### src/design/i2ra_defines.svh
/*
 * Constants of the serial register access target: bus addresses, codes,
 * field widths and reset values.
 * Assumes it is included by its bare name before any user of the macros.
 */
`ifndef I2RA_DEFINES_SVH
`define I2RA_DEFINES_SVH

`define I2RA_ADDR_SEL1 7'h48
`define I2RA_ADDR_SEL0 7'h40
`define I2RA_HS_CODE_TOP 5'h01
`define I2RA_GENERAL_CALL 8'h00
`define I2RA_PTR_RST 8'h00
`define I2RA_BYTE_BITS 4'h8
`define I2RA_LAST_TX_BIT 4'h7

`endif

### src/design/i2ra_pkg.sv
/*
 * Types shared by the serial register access target.
 * Assumes nothing of its surroundings.
 */
package i2ra_pkg;

    typedef enum logic [9:0] {
        ST_IDLE     = 10'h001,
        ST_ADDR     = 10'h002,
        ST_ACK_ADDR = 10'h004,
        ST_PTR      = 10'h008,
        ST_ACK_PTR  = 10'h010,
        ST_WDATA    = 10'h020,
        ST_ACK_W    = 10'h040,
        ST_RDATA    = 10'h080,
        ST_MACK     = 10'h100,
        ST_IGNORE   = 10'h200
    } i2ra_state_type;

    typedef struct packed {
        logic [7:0] addr;
        logic [7:0] data;
        logic we;
    } i2ra_wr_type;

endpackage

### src/design/i2ra_target.sv
/*
 * Target end of a two-wire serial register access link with an 8-bit
 * register pointer, sequential access and high-speed code detection.
 * Assumes clk is much faster than the link clock, SCL and SDA come straight
 * from pins, and the register store answers reg_rdata for reg_addr within
 * a few clk cycles.
 */
`include "i2ra_defines.svh"
`timescale 1ns/1ps
`default_nettype none

// What this block does
// - Acknowledge own 7-bit address with write bit by pulling SDA low.
// - Acknowledge the register pointer byte.
// - Single write data byte may be acknowledged or not; we acknowledge it.
// - Commit written byte on first rising SDA edge after its acknowledge clock.
// - Sequential write: acknowledge and commit each byte to successive registers.
// - Stop restores slow input filters; repeated start leaves them alone.
// - After read address acknowledge, send eight bits MSB first from pointer.
// - Sequential read: master acknowledge fetches next byte, refusal ends.
// - Stop leaves the register pointer unchanged.
// - Snapshot timekeeping buffers during the read address phase.
// - Refuse the high-speed code and switch filters to high speed.
// - High speed lasts across repeated starts until the next stop.
// - Answer 0x48 or 0x40 by select strap; ignore other addresses.
// - Acknowledge every pointer value of the 8-bit space.
// - Never hold SCL low.
// - Refuse the general call address.
module i2ra_target (
    input wire logic clk,
    input wire logic rst_n,
    input wire logic ce,
    input wire logic scl_i,
    input wire logic sda_i,
    output logic sda_o,
    output logic sda_oe,
    input wire logic addr_sel,
    output logic [7:0] reg_addr,
    input wire logic [7:0] reg_rdata,
    output i2ra_pkg::i2ra_wr_type reg_wr,
    output logic snap,
    output logic hs_mode
);

    // ****************************************************************
    // Pin synchronisers
    // ****************************************************************
    logic scl_s1, scl_s2, scl_s3;
    logic sda_s1, sda_s2, sda_s3;
    logic sel_s1, sel_s2;

    always_ff @(posedge clk) begin
        if (!rst_n) begin
            scl_s1 <= 1'b1;
            scl_s2 <= 1'b1;
            scl_s3 <= 1'b1;
            sda_s1 <= 1'b1;
            sda_s2 <= 1'b1;
            sda_s3 <= 1'b1;
            sel_s1 <= 1'b0;
            sel_s2 <= 1'b0;
        end else if (ce) begin
            scl_s1 <= scl_i;
            scl_s2 <= scl_s1;
            scl_s3 <= scl_s2;
            sda_s1 <= sda_i;
            sda_s2 <= sda_s1;
            sda_s3 <= sda_s2;
            sel_s1 <= addr_sel;
            sel_s2 <= sel_s1;
        end
    end

    logic scl_rise, scl_fall, sda_rise, start_cond, stop_cond;
    logic [6:0] my_addr;
    assign scl_rise = scl_s2 & ~scl_s3;
    assign scl_fall = ~scl_s2 & scl_s3;
    assign sda_rise = sda_s2 & ~sda_s3;
    assign start_cond = scl_s2 & scl_s3 & ~sda_s2 & sda_s3;
    assign stop_cond = scl_s2 & scl_s3 & sda_s2 & ~sda_s3;
    assign my_addr = sel_s2 ? `I2RA_ADDR_SEL1 : `I2RA_ADDR_SEL0;

    // ****************************************************************
    // Protocol engine
    // ****************************************************************
    i2ra_pkg::i2ra_state_type st, next_st;
    logic [3:0] cnt, next_cnt;
    logic [7:0] shift, next_shift;
    logic [7:0] ptr, next_ptr;
    logic rd, next_rd;
    logic m_ack, next_m_ack;
    logic pend, next_pend;
    i2ra_pkg::i2ra_wr_type pend_wr, next_pend_wr;
    i2ra_pkg::i2ra_wr_type next_reg_wr;
    logic next_sda_oe, next_snap, next_hs_mode;

    always_comb begin
        next_st = st;
        next_cnt = cnt;
        next_shift = shift;
        next_ptr = ptr;
        next_rd = rd;
        next_m_ack = m_ack;
        next_pend = pend;
        next_pend_wr = pend_wr;
        next_reg_wr = reg_wr;
        next_reg_wr.we = 1'b0;
        next_sda_oe = sda_oe;
        next_snap = 1'b0;
        next_hs_mode = hs_mode;
        // Held write lands on the first SDA rise, a stop's rise included
        if (pend && sda_rise) begin
            next_reg_wr = pend_wr;
            next_reg_wr.we = 1'b1;
            next_pend = 1'b0;
        end
        if (start_cond) begin
            // Repeated start keeps the filter setting
            next_st = i2ra_pkg::ST_ADDR;
            next_cnt = 4'h0;
            next_sda_oe = 1'b0;
        end else if (stop_cond) begin
            next_st = i2ra_pkg::ST_IDLE; // Pointer untouched
            next_sda_oe = 1'b0;
            next_hs_mode = 1'b0;
        end else begin
            case (st)
                i2ra_pkg::ST_ADDR, i2ra_pkg::ST_PTR, i2ra_pkg::ST_WDATA: begin
                    if (scl_rise && cnt != `I2RA_BYTE_BITS) begin
                        next_shift = {shift[6:0], sda_s2};
                        next_cnt = cnt + 4'h1;
                    end else if (scl_fall && cnt == `I2RA_BYTE_BITS) begin
                        next_cnt = 4'h0;
                        if (st == i2ra_pkg::ST_ADDR) begin
                            if (shift[7:3] == `I2RA_HS_CODE_TOP) begin
                                next_hs_mode = 1'b1;
                                next_st = i2ra_pkg::ST_IGNORE;
                            end else if (shift != `I2RA_GENERAL_CALL && shift[7:1] == my_addr) begin
                                next_sda_oe = 1'b1;
                                next_rd = shift[0];
                                next_snap = shift[0];
                                next_st = i2ra_pkg::ST_ACK_ADDR;
                            end else begin
                                next_st = i2ra_pkg::ST_IGNORE;
                            end
                        end else if (st == i2ra_pkg::ST_PTR) begin
                            next_ptr = shift; // Any pointer value is taken
                            next_sda_oe = 1'b1;
                            next_st = i2ra_pkg::ST_ACK_PTR;
                        end else begin
                            next_sda_oe = 1'b1;
                            next_st = i2ra_pkg::ST_ACK_W;
                        end
                    end
                end
                i2ra_pkg::ST_ACK_ADDR: begin
                    if (scl_fall) begin
                        if (rd) begin
                            next_shift = reg_rdata;
                            next_sda_oe = ~reg_rdata[7];
                            next_st = i2ra_pkg::ST_RDATA;
                        end else begin
                            next_sda_oe = 1'b0;
                            next_st = i2ra_pkg::ST_PTR;
                        end
                    end
                end
                i2ra_pkg::ST_ACK_PTR: begin
                    if (scl_fall) begin
                        next_sda_oe = 1'b0;
                        next_st = i2ra_pkg::ST_WDATA;
                    end
                end
                i2ra_pkg::ST_ACK_W: begin
                    if (scl_fall) begin
                        // A byte still waiting for an SDA rise is flushed, not lost
                        if (next_pend) begin
                            next_reg_wr = pend_wr;
                            next_reg_wr.we = 1'b1;
                        end
                        next_pend = 1'b1;
                        next_pend_wr = '{addr: ptr, data: shift, we: 1'b1};
                        next_ptr = ptr + 8'h01;
                        next_sda_oe = 1'b0;
                        next_st = i2ra_pkg::ST_WDATA;
                    end
                end
                i2ra_pkg::ST_RDATA: begin
                    if (scl_fall) begin
                        if (cnt == `I2RA_LAST_TX_BIT) begin
                            next_sda_oe = 1'b0;
                            next_ptr = ptr + 8'h01;
                            next_st = i2ra_pkg::ST_MACK;
                        end else begin
                            next_cnt = cnt + 4'h1;
                            next_shift = {shift[6:0], 1'b0};
                            next_sda_oe = ~shift[6];
                        end
                    end
                end
                i2ra_pkg::ST_MACK: begin
                    if (scl_rise) begin
                        next_m_ack = ~sda_s2;
                    end else if (scl_fall) begin
                        next_cnt = 4'h0;
                        if (m_ack) begin
                            next_shift = reg_rdata;
                            next_sda_oe = ~reg_rdata[7];
                            next_st = i2ra_pkg::ST_RDATA;
                        end else begin
                            next_st = i2ra_pkg::ST_IGNORE;
                        end
                    end
                end
                default: begin
                end
            endcase
        end
    end

    always_ff @(posedge clk) begin
        if (!rst_n) begin
            st <= i2ra_pkg::ST_IDLE;
            cnt <= 4'h0;
            shift <= 8'h00;
            ptr <= `I2RA_PTR_RST;
            rd <= 1'b0;
            m_ack <= 1'b0;
            pend <= 1'b0;
            pend_wr <= '0;
            reg_wr <= '0;
            sda_oe <= 1'b0;
            sda_o <= 1'b0;
            snap <= 1'b0;
            hs_mode <= 1'b0;
        end else if (ce) begin
            st <= next_st;
            cnt <= next_cnt;
            shift <= next_shift;
            ptr <= next_ptr;
            rd <= next_rd;
            m_ack <= next_m_ack;
            pend <= next_pend;
            pend_wr <= next_pend_wr;
            reg_wr <= next_reg_wr;
            sda_oe <= next_sda_oe;
            sda_o <= 1'b0;
            snap <= next_snap;
            hs_mode <= next_hs_mode;
        end
    end

    // No SCL driver exists at all, so the clock is never stretched
    assign reg_addr = ptr;

    // ****************************************************************
    // Checks
    // ****************************************************************
    logic addr_done;
    assign addr_done = ce && !start_cond && !stop_cond && st == i2ra_pkg::ST_ADDR
        && scl_fall && cnt == `I2RA_BYTE_BITS;

    property p_addr_ack;
        @(posedge clk) disable iff (!rst_n || !ce)
        (addr_done && shift[7:1] == my_addr && shift != `I2RA_GENERAL_CALL)
            |=> sda_oe && st == i2ra_pkg::ST_ACK_ADDR;
    endproperty
    a_addr_ack: assert property (p_addr_ack) else $error("own address not acknowledged");

    property p_ptr_ack;
        @(posedge clk) disable iff (!rst_n || !ce)
        st == i2ra_pkg::ST_ACK_PTR |-> sda_oe;
    endproperty
    a_ptr_ack: assert property (p_ptr_ack) else $error("pointer byte not acknowledged");

    property p_commit;
        @(posedge clk) disable iff (!rst_n || !ce)
        (pend && sda_rise) |=> reg_wr.we && reg_wr == $past(pend_wr);
    endproperty
    a_commit: assert property (p_commit) else $error("held write not committed on SDA rise");

    property p_stop_filter;
        @(posedge clk) disable iff (!rst_n || !ce)
        stop_cond |=> !hs_mode && ptr == $past(ptr);
    endproperty
    a_stop_filter: assert property (p_stop_filter) else $error("stop handling wrong");

    property p_hs_code;
        @(posedge clk) disable iff (!rst_n || !ce)
        (addr_done && shift[7:3] == `I2RA_HS_CODE_TOP) |=> hs_mode && !sda_oe;
    endproperty
    a_hs_code: assert property (p_hs_code) else $error("high-speed code mishandled");

    property p_foreign;
        @(posedge clk) disable iff (!rst_n || !ce)
        (addr_done && (shift[7:1] != my_addr || shift == `I2RA_GENERAL_CALL))
            |=> !sda_oe ##1 !sda_oe;
    endproperty
    a_foreign: assert property (p_foreign) else $error("foreign or general call acknowledged");

    property p_snap;
        @(posedge clk) disable iff (!rst_n || !ce)
        (addr_done && shift[7:1] == my_addr && shift[0]) |=> snap ##1 !snap;
    endproperty
    a_snap: assert property (p_snap) else $error("snapshot pulse missing");

    property p_ptr_step;
        @(posedge clk) disable iff (!rst_n || !ce)
        (st == i2ra_pkg::ST_ACK_W && next_st == i2ra_pkg::ST_WDATA) |=> ptr == $past(ptr) + 8'h01;
    endproperty
    a_ptr_step: assert property (p_ptr_step) else $error("pointer did not step");

    property p_drive_only;
        @(posedge clk) disable iff (!rst_n || !ce)
        sda_oe |-> st inside {i2ra_pkg::ST_ACK_ADDR, i2ra_pkg::ST_ACK_PTR,
            i2ra_pkg::ST_ACK_W, i2ra_pkg::ST_RDATA};
    endproperty
    a_drive_only: assert property (p_drive_only) else $error("SDA driven outside a slot");

endmodule
`default_nettype wire

### config.mk
export PLATFORM = sky130hd
export DESIGN_NAME = i2ra_target
export DESIGN_NICKNAME = d
export VERILOG_FILES = /design/src/design/i2ra_pkg.sv /design/src/design/i2ra_target.sv
export VERILOG_INCLUDE_DIRS = /design/src /design/src/design
export SDC_FILE = /design/constraint.sdc
export NUM_CORES = 1
export LEC_CHECK = 0
export ABC_AREA = 1
export BUFFER_PORTS_ARGS = -buffer_cell sky130_fd_sc_hd__buf_2
export CORE_UTILIZATION = 64
export CTS_CLUSTER_SIZE = 40
export DETAILED_ROUTE_END_ITERATION = 10
export MAX_ROUTING_LAYER = met4
export PLACE_DENSITY = 0.86
export RECOVER_POWER = 25
export SLEW_MARGIN = 20
export SYNTH_ARGS = -nofsm -noshare
export SYNTH_HDL_FRONTEND = slang
export SYNTH_SLANG_ARGS = --single-unit
### constraint.sdc
create_clock -name clk -period 4.6 [get_ports clk]
set_input_delay 0.92 -clock clk [delete_from_list [all_inputs] [get_ports clk]]
set_output_delay 0.92 -clock clk [all_outputs]
set_load 0.02 [all_outputs]
==> metrics <==
CP Launch Type register; Slew headroom 33.4%; pin count of the biggest net entering global routing 63; CTS buffer count 9; Final Util 72.3%; vias per std cell 5.40; Lkg Pwr 2.07 nW; sequential cell area 0.00154 mm^2; H-tree depth 3; Clock Path Buffers 2; worst vdd ir 0.344 mV; required time of the critical path 4.82 ns; port bufs 41; worst skew pair latency 0.37 ns; Ant. Diodes 0; die area 0.00699 mm^2; antenna viol nets, final 0; Post-Synth Adder-Cell Area 0.881%; max-slew violation count 0; post-synthesis compound-gate area fraction 11.6%; # IOs 43; NumNets Final 706; flops & latches, synth 77; share of cells above drive strength 1 11.4%; Root Buffer clkbuf_8; final hold violation count 0; RSZ-0062 raised after global routing no; Mapped Area 0.00426 mm^2; Final HPWL DP 7760 um; area of the multi-input gates 0.00229 mm^2; Syn Nets 677; Setup CP Type reg2reg; initial antenna violation count 0; worst-margin pin slew 0.999 ns; Starting Density 66.7%; Max Clock Freq 417 MHz; Final Cycle Share 52.2%; Cell Rows 29; Cell Pwr Density 314 mW/mm^2; vias in the first global route 3853; count of hold-fix buffers inserted at cts 0; Via Count 4165; wire per inst 13.7 um; largest family of logic cells by synthesized area simple AND/OR/NAND/NOR gates; chip height 83.6 um; Post-Syn Area per Cell 6.46 um^2; fill count 565; first-pass GRT wire length 17900 um; CTS clk-pin slew, worst paths 0.08 ns; post-synthesis cell type count 41; CP endpoint kind register; Die Width 83.6 um; Setup Viol. Count Final 0; Worst Skew 0.0117 ns; Setup TNS 0 ns; core region area 0.00639 mm^2; area grow syn2layout 8.31%; Post-Synth XOR/XNOR Area 1.64%; Total Routed Length 10600 um; remaining global-route overflow 0; mux share of post-synthesis cell area 0%; Final min period 2.40 ns; Critical Path AT 2.62 ns; Max FO, Critical Path 33; clk sinks 77; post-cts resize count 0; DR pass1 iterations 5; status finished, final reports clean; initial drt markers 266; Seq/Total Area, Yosys 36.2%; Synth Area in Simple Gates 39.4%; Cells after Synth 660; hold crit path type reg2reg; CTS tree done; Fin Hold WS 0.451 ns; postcts setup bufs 0; RD Place Congestion 0.943; Total Routing Usage GR 32.9%; number of remaining DRC errors 0; max_cap viols 0; Synth warnings 0
-- logic make-up after synthesis --
logic type	Yosys count
flip-flops	77
XOR/XNOR	8
AO/OA/AOI/OAI	93
AND/OR/NAND/NOR	375
other	1
adder cells (fa/ha/maj)	3
buffers and inverters	103
-- power breakdown --
part           switching, mW  internal [mW]
clock network          0.274          0.259
logic                  0.147         0.0633
registers             0.0203          0.686
total                  0.441           1.01
-- critical path, stage by stage (launching register included) --
cell and delay [ns]:
dfxtp_1 0.34, nor2_1 0.11, buf_4 0.19, nand2_1 0.10, nor2_4 0.14, nand4_1 0.15
inv_1 0.13, nand2_1 0.50, o21ai_0 0.50, a21oi_1 0.08
-- per-stage QoR --
step / setup WS [ns] / std cells / power (mW) / cell area, um^2
2_1_floorplan: 2.42 / 660 / 0.884 / 4260
3_5_place_dp: 1.99 / 755 / 0.929 / 4440
5_1_grt: 1.98 / 771 / 1.51 / 4610
4_1_cts: 2.27 / 771 / 1.45 / 4640
6_report: 2.20 / 771 / 1.45 / 4610
3_3_place_gp: 2.07 / 755 / 0.924 / 4440
-- path summary, 6_finish.rpt --
path,start,to,slack [ns],cells past startpoint
setup / recovery,st[9],pend_wr[10],2.20,9
hold / removal,pend_wr[5],pend_wr[5],0.45,2
setup reg to reg,st[9],pend_wr[10],2.20,9
hold reg to reg,pend_wr[5],pend_wr[5],0.45,2
-- area by class of cell --
cell class              count  area share (%)
clock buffers               9            2.68
clock inverters             7            1.76
inverters                  79            6.48
multi-input cells         480            49.5
flip-flops and latches     77            33.4
well taps                  77            2.09
repair buffers             42            4.04
-- placed cells by master (no fill, tap or decap), types with 2 or more instances in the layout --
| cell type | instances |
|---|---|
| a21oi_1 | 42 |
| buf_2 | 20 |
| clkbuf_1 | 21 |
| clkbuf_8 | 9 |
| clkinv_4 | 2 |
| dfxtp_1 | 77 |
| ha_1 | 3 |
| inv_1 | 72 |
| inv_2 | 5 |
| inv_6 | 2 |
| nand2_1 | 177 |
| nand2_2 | 8 |
| nand2_4 | 4 |
| nand3_1 | 34 |
| nand3_2 | 2 |
| nand4_1 | 12 |
| nor2_1 | 114 |
| nor2_2 | 7 |
| nor2_4 | 3 |
| nor3_1 | 4 |
| nor3_2 | 2 |
| o21ai_0 | 39 |
| o21ai_1 | 4 |
| o21ai_2 | 3 |
| xnor2_1 | 2 |
| xor2_1 | 6 |
-- synthesized netlist by cell type, drive strengths merged --
cell type	number	area share (%)
nor4	1	0.15
nand4	13	2.3
nand3b	3	0.91
xor2	6	1.2
buf	9	1.8
o311a	1	0.23
xnor2	2	0.41
clkinv	1	0.088
ha	3	0.88
inv	78	6.9
clkbuf	15	1.3
dfxtp	77	36
nand2	189	18
nand3	37	4.9
nor2	125	12
a21oi	43	5.1
conb	1	0.088
a41oi	1	0.21
or2	1	0.15
nor3	6	0.94
o21a	1	0.18
o21bai	1	0.18
o21ai	46	5.7
-- per-layer routing --
metal,vias to the layer above,part of all wire (%),GRT usage (%)
met5,-,0,-
met1,1909,48,43.2
met2,107,46,52.4
met3,15,4.8,6.33
li1,2134,-,-
met4,0,1.4,8.63
Note: power is estimated with default switching activity, not from simulation.
